## config.mk

```make
export PLATFORM = sky130hd
export DESIGN_NAME = ssp_port0
export DESIGN_NICKNAME = d
export VERILOG_FILES = /design/src/ssp_pkg.sv /design/src/ssp_pin_sync.sv /design/src/ssp_port0.sv
export SDC_FILE = /design/constraint.sdc
export NUM_CORES = 1
export LEC_CHECK = 0
export BUFFER_PORTS_ARGS = -buffer_cell sky130_fd_sc_hd__buf_4
export CAP_MARGIN = 10
export CORE_ASPECT_RATIO = 1.1
export CORE_MARGIN = 1
export CORE_UTILIZATION = 40
export CTS_BUF_LIST = sky130_fd_sc_hd__clkbuf_8
export DETAILED_ROUTE_END_ITERATION = 8
export HOLD_SLACK_MARGIN = 0.15
export PLACE_DENSITY = 0.57
export SLEW_MARGIN = 20
export SYNTH_ARGS = -nofsm -noshare
export SYNTH_HDL_FRONTEND = slang
export SYNTH_SLANG_ARGS = --single-unit
```

## constraint.sdc

```tcl
create_clock -name clock_in -period 5.8 [get_ports clock_in]
set_clock_uncertainty 0.05 [all_clocks]
set_input_delay 0.58 -clock clock_in [delete_from_list [all_inputs] [get_ports clock_in]]
set_output_delay 0.58 -clock clock_in [all_outputs]
set_load 0.03 [all_outputs]
```

## src/ssp_pkg.sv

```systemverilog
// Shared constants and types of serial port zero: register map, control
// fields, pin carrier and serial timing.
// Assumes a single 10 MHz system clock domain for all users of the package.
package ssp_pkg;

  // ==========================================================================
  // Register bus
  localparam int unsigned ADDR_W = 8;
  localparam int unsigned DATA_W = 32;

  localparam logic [ADDR_W-1:0] REG_CTRL  = 8'h00;
  localparam logic [ADDR_W-1:0] REG_DIV   = 8'h04;
  localparam logic [ADDR_W-1:0] REG_PCTL  = 8'h08;
  localparam logic [ADDR_W-1:0] REG_PDIR  = 8'h0c;
  localparam logic [ADDR_W-1:0] REG_PDAT  = 8'h10;
  localparam logic [ADDR_W-1:0] REG_STAT  = 8'h14;
  localparam logic [ADDR_W-1:0] REG_RXD   = 8'h18;
  localparam logic [ADDR_W-1:0] REG_TX1   = 8'h1c;
  localparam logic [ADDR_W-1:0] REG_TX2   = 8'h20;

  // ==========================================================================
  // Control register fields
  localparam int unsigned CTRL_W      = 10;
  localparam int unsigned CB_SYNC     = 0;
  localparam int unsigned CB_CLK_OUT  = 1;
  localparam int unsigned CB_FS_OUT   = 2;
  localparam int unsigned CB_A_OUT    = 3;
  localparam int unsigned CB_B_OUT    = 4;
  localparam int unsigned CB_A_FLAG   = 5;
  localparam int unsigned CB_B_FLAG   = 6;
  localparam int unsigned CB_EN       = 7;
  localparam int unsigned CB_FLAG0    = 8;
  localparam int unsigned CB_FLAG1    = 9;
  localparam logic [CTRL_W-1:0] CTRL_RST = 10'h000;

  localparam int unsigned ST_FULL = 0;
  localparam int unsigned ST_OVR  = 1;

  // ==========================================================================
  // Pins
  localparam int unsigned PIN_W   = 5;
  localparam int unsigned PIN_A   = 0;
  localparam int unsigned PIN_B   = 1;
  localparam int unsigned PIN_C   = 2;
  localparam int unsigned PIN_CLK = 3;
  localparam int unsigned PIN_RXD = 4;
  localparam logic [PIN_W-1:0] PIN_RST = 5'h00;

  typedef struct packed {
    logic serial_rx_data_pin;
    logic serial_bit_clock_pin;
    logic serial_ctrl_line_c;
    logic serial_ctrl_line_b;
    logic serial_ctrl_line_a;
  } ssp_pins_t;

  // ==========================================================================
  // Serial timing
  localparam int unsigned WORD_LEN         = 8;
  localparam int unsigned BCLK_MIN_PERIOD_T = 6;
  localparam logic [7:0]  MIN_HALF_CYC     = 8'(BCLK_MIN_PERIOD_T / 2);
  localparam logic [7:0]  DIV_RST          = 8'h04;
  localparam logic [2:0]  WL_LAST          = 3'(WORD_LEN - 1);

  typedef enum logic {
    RX_IDLE  = 1'b0,
    RX_SHIFT = 1'b1
  } ssp_rx_st_t;

endpackage : ssp_pkg

```

## src/ssp_pin_sync.sv

```systemverilog
// Two-flop synchroniser for the serial port pins, with a third stage for
// edge detection.
// Assumes pin levels arrive asynchronously to clock_in.
`timescale 1ns/1ps
module ssp_pin_sync
  import ssp_pkg::*;
(
  input  wire logic             clock_in,
  input  wire logic             sys_rst_in,
  input  wire logic [PIN_W-1:0] async_in,
  output logic      [PIN_W-1:0] level_out,
  output logic      [PIN_W-1:0] rise_out,
  output logic      [PIN_W-1:0] fall_out
);

  logic [PIN_W-1:0] meta_ff;
  logic [PIN_W-1:0] stable_ff;
  logic [PIN_W-1:0] last_ff;

  // ==========================================================================
  // Stages; only the second and third stages are looked at
  always_ff @(posedge clock_in or posedge sys_rst_in)
  begin
    if (sys_rst_in)
    begin
      meta_ff   <= PIN_RST;
      stable_ff <= PIN_RST;
      last_ff   <= PIN_RST;
    end
    else
    begin
      meta_ff   <= async_in;
      stable_ff <= meta_ff;
      last_ff   <= stable_ff;
    end
  end

  always_comb
  begin
    level_out = stable_ff;
    rise_out  = stable_ff & ~last_ff;
    fall_out  = ~stable_ff & last_ff;
  end

endmodule : ssp_pin_sync

```

## src/ssp_port0.sv

```systemverilog
// Pin-level logic of synchronous serial port zero: pin multiplexing with
// general-purpose port, bit clock and frame sync handling, two transmit
// outputs on the control lines and a receive shifter.
// Assumes a word-wide register port on clock_in and pins outside the domain.
//
// Operation
// Line c carries shared frame sync in sync mode, transmit-only in async.
// Line c as output drives internal frame sync; as input takes external.
// Line a: receive clock in async; transmitter 1 output or flag 0 in sync.
// Line b: receive frame sync in async; transmitter 2 or flag 1 in sync.
// Bit clock in or out; clocks both sides in sync, transmitter in async.
// External bit clock period above 6T; each half at least three cycles.
// Receive data pin is an input; bits shift into the receive shifter.
// Pins reset to port inputs; direction per pin; control selects serial use.
// In stop, inputs ignored and output levels kept.
// Wait state leaves every pin level and direction unchanged.
// External bit clock and frame sync are synchronised before use.
`timescale 1ns/1ps
module ssp_port0
  import ssp_pkg::*;
(
  input  wire logic              clock_in,
  input  wire logic              sys_rst_in,
  input  wire logic              stop_in,
  input  wire logic [ADDR_W-1:0] reg_addr_in,
  input  wire logic [DATA_W-1:0] reg_wdata_in,
  input  wire logic              reg_wr_in,
  input  wire logic              reg_rd_in,
  output logic      [DATA_W-1:0] reg_rdata_out,
  input  wire ssp_pins_t         pin_in,
  output ssp_pins_t              pin_out,
  output ssp_pins_t              pin_oe_out
);

  // ==========================================================================
  // Pin synchroniser
  logic [PIN_W-1:0] sy_lvl;
  logic [PIN_W-1:0] sy_rise;
  logic [PIN_W-1:0] sy_fall;

  ssp_pin_sync u_sync (
    .clock_in   (clock_in),
    .sys_rst_in (sys_rst_in),
    .async_in   (pin_in),
    .level_out  (sy_lvl),
    .rise_out   (sy_rise),
    .fall_out   (sy_fall)
  );

  // ==========================================================================
  // Register file
  logic [CTRL_W-1:0]   ctrl_ff,   nxt_ctrl;
  logic [7:0]          div_ff,    nxt_div;
  logic [PIN_W-1:0]    pctl_ff,   nxt_pctl;
  logic [PIN_W-1:0]    pdir_ff,   nxt_pdir;
  logic [PIN_W-1:0]    pdat_ff,   nxt_pdat;
  logic [WORD_LEN-1:0] tx1_ff,    nxt_tx1;
  logic [WORD_LEN-1:0] tx2_ff,    nxt_tx2;
  logic [WORD_LEN-1:0] rxw_ff,    nxt_rxw;
  logic                full_ff,   nxt_full;
  logic                ovr_ff,    nxt_ovr;
  logic [DATA_W-1:0]   rdata_ff,  nxt_rdata;
  logic [PIN_W-1:0]    plvl_ff,   nxt_plvl;
  logic                rx_done;
  logic [WORD_LEN-1:0] rx_word;

  always_comb
  begin
    nxt_ctrl  = ctrl_ff;
    nxt_div   = div_ff;
    nxt_pctl  = pctl_ff;
    nxt_pdir  = pdir_ff;
    nxt_pdat  = pdat_ff;
    nxt_tx1   = tx1_ff;
    nxt_tx2   = tx2_ff;
    nxt_rxw   = rxw_ff;
    nxt_full  = full_ff;
    nxt_ovr   = ovr_ff;
    nxt_rdata = '0;
    // Stopped inputs are ignored: the sampled levels hold their last value
    nxt_plvl  = stop_in ? plvl_ff : sy_lvl;
    if (reg_wr_in)
    begin
      unique case (reg_addr_in)
        REG_CTRL: nxt_ctrl = reg_wdata_in[CTRL_W-1:0];
        REG_DIV:  nxt_div  = reg_wdata_in[7:0];
        REG_PCTL: nxt_pctl = reg_wdata_in[PIN_W-1:0];
        REG_PDIR: nxt_pdir = reg_wdata_in[PIN_W-1:0];
        REG_PDAT: nxt_pdat = reg_wdata_in[PIN_W-1:0];
        REG_STAT: if (reg_wdata_in[ST_OVR]) nxt_ovr = 1'b0;
        REG_TX1:  nxt_tx1  = reg_wdata_in[WORD_LEN-1:0];
        REG_TX2:  nxt_tx2  = reg_wdata_in[WORD_LEN-1:0];
        default:  ;
      endcase
    end
    if (reg_rd_in)
    begin
      unique case (reg_addr_in)
        REG_CTRL: nxt_rdata = DATA_W'(ctrl_ff);
        REG_DIV:  nxt_rdata = DATA_W'(div_ff);
        REG_PCTL: nxt_rdata = DATA_W'(pctl_ff);
        REG_PDIR: nxt_rdata = DATA_W'(pdir_ff);
        REG_PDAT: nxt_rdata = DATA_W'(plvl_ff);
        REG_STAT: nxt_rdata = DATA_W'({ovr_ff, full_ff});
        REG_RXD:  nxt_rdata = DATA_W'(rxw_ff);
        REG_TX1:  nxt_rdata = DATA_W'(tx1_ff);
        REG_TX2:  nxt_rdata = DATA_W'(tx2_ff);
        default:  nxt_rdata = '0;
      endcase
      if (reg_addr_in == REG_RXD)
        nxt_full = 1'b0;
    end
    // A word landing in the same cycle as the read keeps the flag set
    if (rx_done)
    begin
      nxt_rxw  = rx_word;
      nxt_full = 1'b1;
      if (full_ff && !(reg_rd_in && reg_addr_in == REG_RXD))
        nxt_ovr = 1'b1;
    end
  end

  always_ff @(posedge clock_in or posedge sys_rst_in)
  begin
    if (sys_rst_in)
    begin
      ctrl_ff  <= CTRL_RST;
      div_ff   <= DIV_RST;
      pctl_ff  <= PIN_RST;
      pdir_ff  <= PIN_RST;
      pdat_ff  <= PIN_RST;
      tx1_ff   <= '0;
      tx2_ff   <= '0;
      rxw_ff   <= '0;
      full_ff  <= 1'b0;
      ovr_ff   <= 1'b0;
      rdata_ff <= '0;
      plvl_ff  <= PIN_RST;
    end
    else
    begin
      ctrl_ff  <= nxt_ctrl;
      div_ff   <= nxt_div;
      pctl_ff  <= nxt_pctl;
      pdir_ff  <= nxt_pdir;
      pdat_ff  <= nxt_pdat;
      tx1_ff   <= nxt_tx1;
      tx2_ff   <= nxt_tx2;
      rxw_ff   <= nxt_rxw;
      full_ff  <= nxt_full;
      ovr_ff   <= nxt_ovr;
      rdata_ff <= nxt_rdata;
      plvl_ff  <= nxt_plvl;
    end
  end

  assign reg_rdata_out = rdata_ff;

  // ==========================================================================
  // Clock and frame sync selection
  logic sync_mode;
  logic enable;
  logic [7:0] half_cyc;

  assign sync_mode = ctrl_ff[CB_SYNC];
  assign enable    = ctrl_ff[CB_EN] & ~stop_in;
  // Internal clock never runs faster than the receive logic can follow
  assign half_cyc  = (div_ff < MIN_HALF_CYC) ? MIN_HALF_CYC : div_ff;

  logic [7:0]          dcnt_ff,  nxt_dcnt;
  logic                gclk_ff,  nxt_gclk;
  logic [2:0]          bcnt_ff,  nxt_bcnt;
  logic                fsg_ff,   nxt_fsg;
  logic [WORD_LEN-1:0] sh1_ff,   nxt_sh1;
  logic [WORD_LEN-1:0] sh2_ff,   nxt_sh2;
  logic                t1_ff,    nxt_t1;
  logic                t2_ff,    nxt_t2;
  logic [2:0]          tcnt_ff,  nxt_tcnt;
  ssp_rx_st_t          rst_ff,   nxt_rst;
  logic [WORD_LEN-1:0] rsh_ff,   nxt_rsh;
  logic [2:0]          rcnt_ff,  nxt_rcnt;
  logic                g_rise, g_fall;
  logic                t_rise, t_fall, r_rise, r_fall;
  logic                t_fs, r_fs;

  always_comb
  begin
    g_rise = 1'b0;
    g_fall = 1'b0;
    if (enable && dcnt_ff >= half_cyc - 8'h01)
    begin
      g_rise = ~gclk_ff;
      g_fall = gclk_ff;
    end
    // Bit clock: own divider when driven, synchronised pin otherwise
    t_rise = ctrl_ff[CB_CLK_OUT] ? g_rise : sy_rise[PIN_CLK];
    t_fall = ctrl_ff[CB_CLK_OUT] ? g_fall : sy_fall[PIN_CLK];
    t_fs   = ctrl_ff[CB_FS_OUT]  ? fsg_ff : sy_lvl[PIN_C];
    if (sync_mode)
    begin
      r_rise = t_rise;
      r_fall = t_fall;
      r_fs   = t_fs;
    end
    else
    begin
      r_rise = ctrl_ff[CB_A_OUT] ? g_rise : sy_rise[PIN_A];
      r_fall = ctrl_ff[CB_A_OUT] ? g_fall : sy_fall[PIN_A];
      r_fs   = ctrl_ff[CB_B_OUT] ? fsg_ff : sy_lvl[PIN_B];
    end
  end

  // ==========================================================================
  // Serial engine, frozen while stopped
  always_comb
  begin
    nxt_dcnt = dcnt_ff;
    nxt_gclk = gclk_ff;
    nxt_bcnt = bcnt_ff;
    nxt_fsg  = fsg_ff;
    nxt_sh1  = sh1_ff;
    nxt_sh2  = sh2_ff;
    nxt_t1   = t1_ff;
    nxt_t2   = t2_ff;
    nxt_tcnt = tcnt_ff;
    nxt_rst  = rst_ff;
    nxt_rsh  = rsh_ff;
    nxt_rcnt = rcnt_ff;
    rx_done  = 1'b0;
    rx_word  = rsh_ff;
    if (enable)
    begin
      if (g_rise || g_fall)
      begin
        nxt_dcnt = '0;
        nxt_gclk = ~gclk_ff;
      end
      else
        nxt_dcnt = dcnt_ff + 8'h01;
      // Frame sync spans the bit period before each word's first bit
      if (t_fall)
      begin
        nxt_bcnt = (bcnt_ff == WL_LAST) ? 3'h0 : bcnt_ff + 3'h1;
        nxt_fsg  = (nxt_bcnt == WL_LAST);
      end
      if (t_rise)
      begin
        if (t_fs)
        begin
          nxt_t1   = tx1_ff[WORD_LEN-1];
          nxt_t2   = tx2_ff[WORD_LEN-1];
          nxt_sh1  = {tx1_ff[WORD_LEN-2:0], 1'b0};
          nxt_sh2  = {tx2_ff[WORD_LEN-2:0], 1'b0};
          nxt_tcnt = WL_LAST;
        end
        else if (tcnt_ff != 3'h0)
        begin
          nxt_t1   = sh1_ff[WORD_LEN-1];
          nxt_t2   = sh2_ff[WORD_LEN-1];
          nxt_sh1  = {sh1_ff[WORD_LEN-2:0], 1'b0};
          nxt_sh2  = {sh2_ff[WORD_LEN-2:0], 1'b0};
          nxt_tcnt = tcnt_ff - 3'h1;
        end
        else
        begin
          nxt_t1 = 1'b0;
          nxt_t2 = 1'b0;
        end
      end
      if (pctl_ff[PIN_RXD])
      begin
        if (r_rise && r_fs)
        begin
          nxt_rst  = RX_SHIFT;
          nxt_rcnt = '0;
        end
        else if (r_fall && rst_ff == RX_SHIFT)
        begin
          nxt_rsh  = {rsh_ff[WORD_LEN-2:0], sy_lvl[PIN_RXD]};
          nxt_rcnt = rcnt_ff + 3'h1;
          if (rcnt_ff == WL_LAST)
          begin
            nxt_rst = RX_IDLE;
            rx_done = 1'b1;
            rx_word = nxt_rsh;
          end
        end
      end
    end
  end

  always_ff @(posedge clock_in or posedge sys_rst_in)
  begin
    if (sys_rst_in)
    begin
      dcnt_ff <= '0;
      gclk_ff <= 1'b0;
      bcnt_ff <= '0;
      fsg_ff  <= 1'b0;
      sh1_ff  <= '0;
      sh2_ff  <= '0;
      t1_ff   <= 1'b0;
      t2_ff   <= 1'b0;
      tcnt_ff <= '0;
      rst_ff  <= RX_IDLE;
      rsh_ff  <= '0;
      rcnt_ff <= '0;
    end
    else
    begin
      dcnt_ff <= nxt_dcnt;
      gclk_ff <= nxt_gclk;
      bcnt_ff <= nxt_bcnt;
      fsg_ff  <= nxt_fsg;
      sh1_ff  <= nxt_sh1;
      sh2_ff  <= nxt_sh2;
      t1_ff   <= nxt_t1;
      t2_ff   <= nxt_t2;
      tcnt_ff <= nxt_tcnt;
      rst_ff  <= nxt_rst;
      rsh_ff  <= nxt_rsh;
      rcnt_ff <= nxt_rcnt;
    end
  end

  // ==========================================================================
  // Pin multiplexer. Only stop holds the pins; there is no wait input, so
  // a wait state cannot move any level or direction.
  logic [PIN_W-1:0] pout_ff, nxt_pout;
  logic [PIN_W-1:0] poe_ff,  nxt_poe;
  logic [PIN_W-1:0] s_out,   s_oe;

  always_comb
  begin
    s_out = '0;
    s_oe  = '0;
    if (sync_mode)
    begin
      s_oe[PIN_A]  = 1'b1;
      s_out[PIN_A] = ctrl_ff[CB_A_FLAG] ? ctrl_ff[CB_FLAG0] : t1_ff;
      s_oe[PIN_B]  = 1'b1;
      s_out[PIN_B] = ctrl_ff[CB_B_FLAG] ? ctrl_ff[CB_FLAG1] : t2_ff;
    end
    else
    begin
      s_oe[PIN_A]  = ctrl_ff[CB_A_OUT];
      s_out[PIN_A] = gclk_ff;
      s_oe[PIN_B]  = ctrl_ff[CB_B_OUT];
      s_out[PIN_B] = fsg_ff;
    end
    s_oe[PIN_C]    = ctrl_ff[CB_FS_OUT];
    s_out[PIN_C]   = fsg_ff;
    s_oe[PIN_CLK]  = ctrl_ff[CB_CLK_OUT];
    s_out[PIN_CLK] = gclk_ff;
    s_oe[PIN_RXD]  = 1'b0;
    // Stopped outputs keep level and enable; the output registers hold them
    if (stop_in)
    begin
      nxt_pout = pout_ff;
      nxt_poe  = poe_ff;
    end
    else
    begin
      nxt_pout = (pctl_ff & s_out) | (~pctl_ff & pdat_ff);
      nxt_poe  = (pctl_ff & s_oe)  | (~pctl_ff & pdir_ff);
    end
  end

  always_ff @(posedge clock_in or posedge sys_rst_in)
  begin
    if (sys_rst_in)
    begin
      pout_ff <= PIN_RST;
      poe_ff  <= PIN_RST;
    end
    else
    begin
      pout_ff <= nxt_pout;
      poe_ff  <= nxt_poe;
    end
  end

  assign pin_out    = pout_ff;
  assign pin_oe_out = poe_ff;

endmodule : ssp_port0

```

==> results.md <==
* Status: complete, no violations
* Dpl cell area at 7047 µm²
* Hold Crit Class: input pin to register
* Fin crit period at 4.223 ns
* Post-Route WL at 15290 µm
* Clock buffer depth at 2
* # IOs at 92
* Worst-skew pair later-pin latency at 0.45 ns
* Worst relative slew slack at 0.4513
* # DRC at 0
* Clock slew at reported path FFs at 0.08 ns
* Inserted Clock Buffers at 17
* Ant. Diodes at 0
* Rows at 48
* Starting Density at 0.4148
* Slew @ Worst Pin at 0.8194 ns
* Max_cap viols at 0
* Die width at 124.5 µm
* # nets final at 668
* R2R Setup Slk at 1.58 ns
* Startpoint Class: register
* Hold Fails Final Rpt at 0
* Sum Neg Setup Slack at 0 ns
* First-pass GRT wire length at 24690 µm
* Largest net degree at the start of global routing at 81
* Power Density at 313.3 nW/µm²
* Post-Syn Instances at 554
* Ys async rst share at 1.000
* WS Path Type: register to register
* Yosys Warn Count at 0
* Switching pwr at 0.5934 mW
* Most frequent cell after synthesis: dfrtp_1
* # clock sinks at 139
* RSZ-0062 raised after global routing: false
* Mapped Area at 6601 µm²
* CTS HTree Levels at 4
* Final setup viols at 0
* Worst vdd ir at 0.1574 mV
* Synth-to-Final Area Change at 14.88%
* Flops & latches, synth at 139
* GRT overflow at 0
* Core footprint at 15920 µm²
* Fraction of layout instances using a drive strength above 1 at 0.2846
* Detail Placement HPWL at 10940 µm
* Reg power frac at 0.455
* Total number of vias at 4523
* Max Fclk at 0.2368 GHz
* Dominant synthesized flop cell: dfrtp_1
* Final Cell Area at 7584 µm²
* Clock Tree Root: clkbuf_8
* Leak at 3.540 nW
* Tot GR Track Use at 0.1907
* Top cell type's share of synthesized area at 0.5231
* Internal at 1.782 mW
* Routed WL per cell at 18.76 µm
* Crit share post-route at 0.7281
* Syn avg cell area at 11.92 µm²
* Number of synthesized flops with an enable pin at 0
* Initial DRC Count at 260
* I/O Buffers at 47
* Switching Share at 0.2497
* Die Y at 136.7 µm
* Worst Path Arrival at 4.51 ns
* Post-synth top cells: 138 x dfrtp_1, 68 x mux2_2, 43 x nand2_1
* Initial antenna violation count at 0
* TritonRoute pass-1 iters at 5
* FILL cells at 1425
* CTS tree: done
* Largest cells by area after synthesis: dfrtp_1 52%, mux2_2 12%, ha_1 3.0%
* Antenna-violating nets left at 0
* Clock network fraction of total power at 0.426
* Vias per cell at 5.550
* Distinct cells, synth at 66
* Number of global-route vias before repair at 4536
* Sequential element share of the synthesized area at 0.5271
* GP Congestion at 0.8294
* Worst Path Max Fanout at 23
* Full die area at 17020 µm²
* Combinational power share at 0.120
* Final Max Slew Viols at 0
* Nature of the critical path endpoint: register
* Post-synth top area cell: dfrtp_1
* Critical Path RT at 6.09 ns
cell families (layout without fill, tap and decap cells):
logic type      Yosys count  in the layout  share of synthesized area
buf+inv                  51             91                    0.04454
other cells               1             22                  0.0005681
flops                   139            139                     0.5271
fa+ha+maj                16             16                    0.03033
mux                      94             94                     0.1609
simple gates            134            134                     0.1063
xor+xnor                  8              8                    0.01061
compound gates          111            111                     0.1196
final timing paths:
check / start / endpoint / depth (start not counted)
setup / recovery: div_ff[3] / sh2_ff[1] / 13
hold / removal: pin_in[1] / u_sync.meta_ff[1] / 1
setup reg to reg: div_ff[3] / sh2_ff[1] / 13
hold reg to reg: u_sync.meta_ff[1] / u_sync.level_out[1] / 0
max in group asynchronous: sys_rst_in / tcnt_ff[1] / 3
min in group asynchronous: sys_rst_in / u_sync.meta_ff[3] / 2
area by class of cell:
class / instances / area, µm² / area share
Inverter: 8 / 35.03 / 0.004620
Clock inverter: 11 / 237.7 / 0.03135
Tap cell: 200 / 250.2 / 0.03300
Clock buffer: 21 / 289.0 / 0.03811
Timing Repair Buffer: 51 / 385.4 / 0.05082
Multi-Input combinational cell: 385 / 2907 / 0.3833
Sequential cell: 139 / 3480 / 0.4588
cells in the final DEF (no fill, tap or decap), types with 4 or more instances in the layout:
cell type,n
mux2_2,68
conb_1,22
nor3b_1,4
bufinv_16,7
o22ai_1,12
nand2b_1,8
a221oi_1,8
ha_1,16
o21ai_0,24
nor2_1,29
a31oi_1,7
nand2_1,43
dfrtp_1,138
a21oi_1,13
a222oi_1,4
xnor2_1,5
clkbuf_8,21
mux2i_1,18
a2bb2oi_1,12
inv_1,6
nand3_1,14
nor3_1,4
mux2_4,7
buf_4,50
through the flow:
step / power, mW / hold slack, ns / cells / worst slack (ns) / util
after floorplan: 1.300 / 0.2812 / 575 / 1.447 / -
after global placement: 1.372 / 0.2831 / 782 / 1.723 / 0.4428
after detailed placement: 1.383 / 0.2847 / 782 / 1.621 / 0.4428
after CTS: 2.398 / 0.1564 / 814 / 1.605 / 0.4759
after global routing: 2.473 / 0.1510 / 815 / 1.222 / 0.4765
final: 2.376 / 0.1848 / 815 / 1.577 / 0.4765
flip-flops by register name, summed over array words and instances, names as in the netlist, 7 cells and up:
signal,cells
ctrl_ff,10
rsh_ff,7
tx1_ff,8
rxw_ff,8
reg_rdata_out,10
sh1_ff,7
div_ff,8
dcnt_ff,8
sh2_ff,7
tx2_ff,8
metal layers:
metal | part of all wire | wire length (µm) | vias to the layer above | global-route usage
li1 | - | - | 2093 | -
met1 | 0.46 | 7016 | 2303 | 0.2428
met2 | 0.49 | 7568 | 116 | 0.3195
met3 | 0.031 | 480 | 11 | 0.03987
met4 | 0.015 | 226 | 0 | 0.07430
met5 | 0 | 0 | - | 0
worst max-delay path, cell delays in order (launching register included):
cell,delay (ns)
dfrtp_1,0.46
or3_1,0.43
nor4_1,0.41
nor2_1,0.12
ha_1,0.27
nand2_1,0.09
xor2_1,0.06
ha_1,0.29
o21ai_0,0.09
nor2_1,0.34
a22oi_1,0.12
nand2_1,0.62
o21ai_0,0.43
a32o_1,0.32
power groups by stage:
stage	sequential [mW]	clock, mW	combinational (mW)
5_1_grt	1.09	1.07	0.317
3_3_place_gp	1.10	0	0.277
2_1_floorplan	1.09	0	0.212
4_1_cts	1.08	1.03	0.287
6_report	1.08	1.01	0.284
3_5_place_dp	1.10	0	0.286
repair_timing:
action                                 in CTS  in global routing
endpoints found under the hold margin       0                  1
buffers inserted                            0                  0
resized for setup                           0                  0
hold buffers                                0                  1
Note: power is estimated with default switching activity, not from simulation.
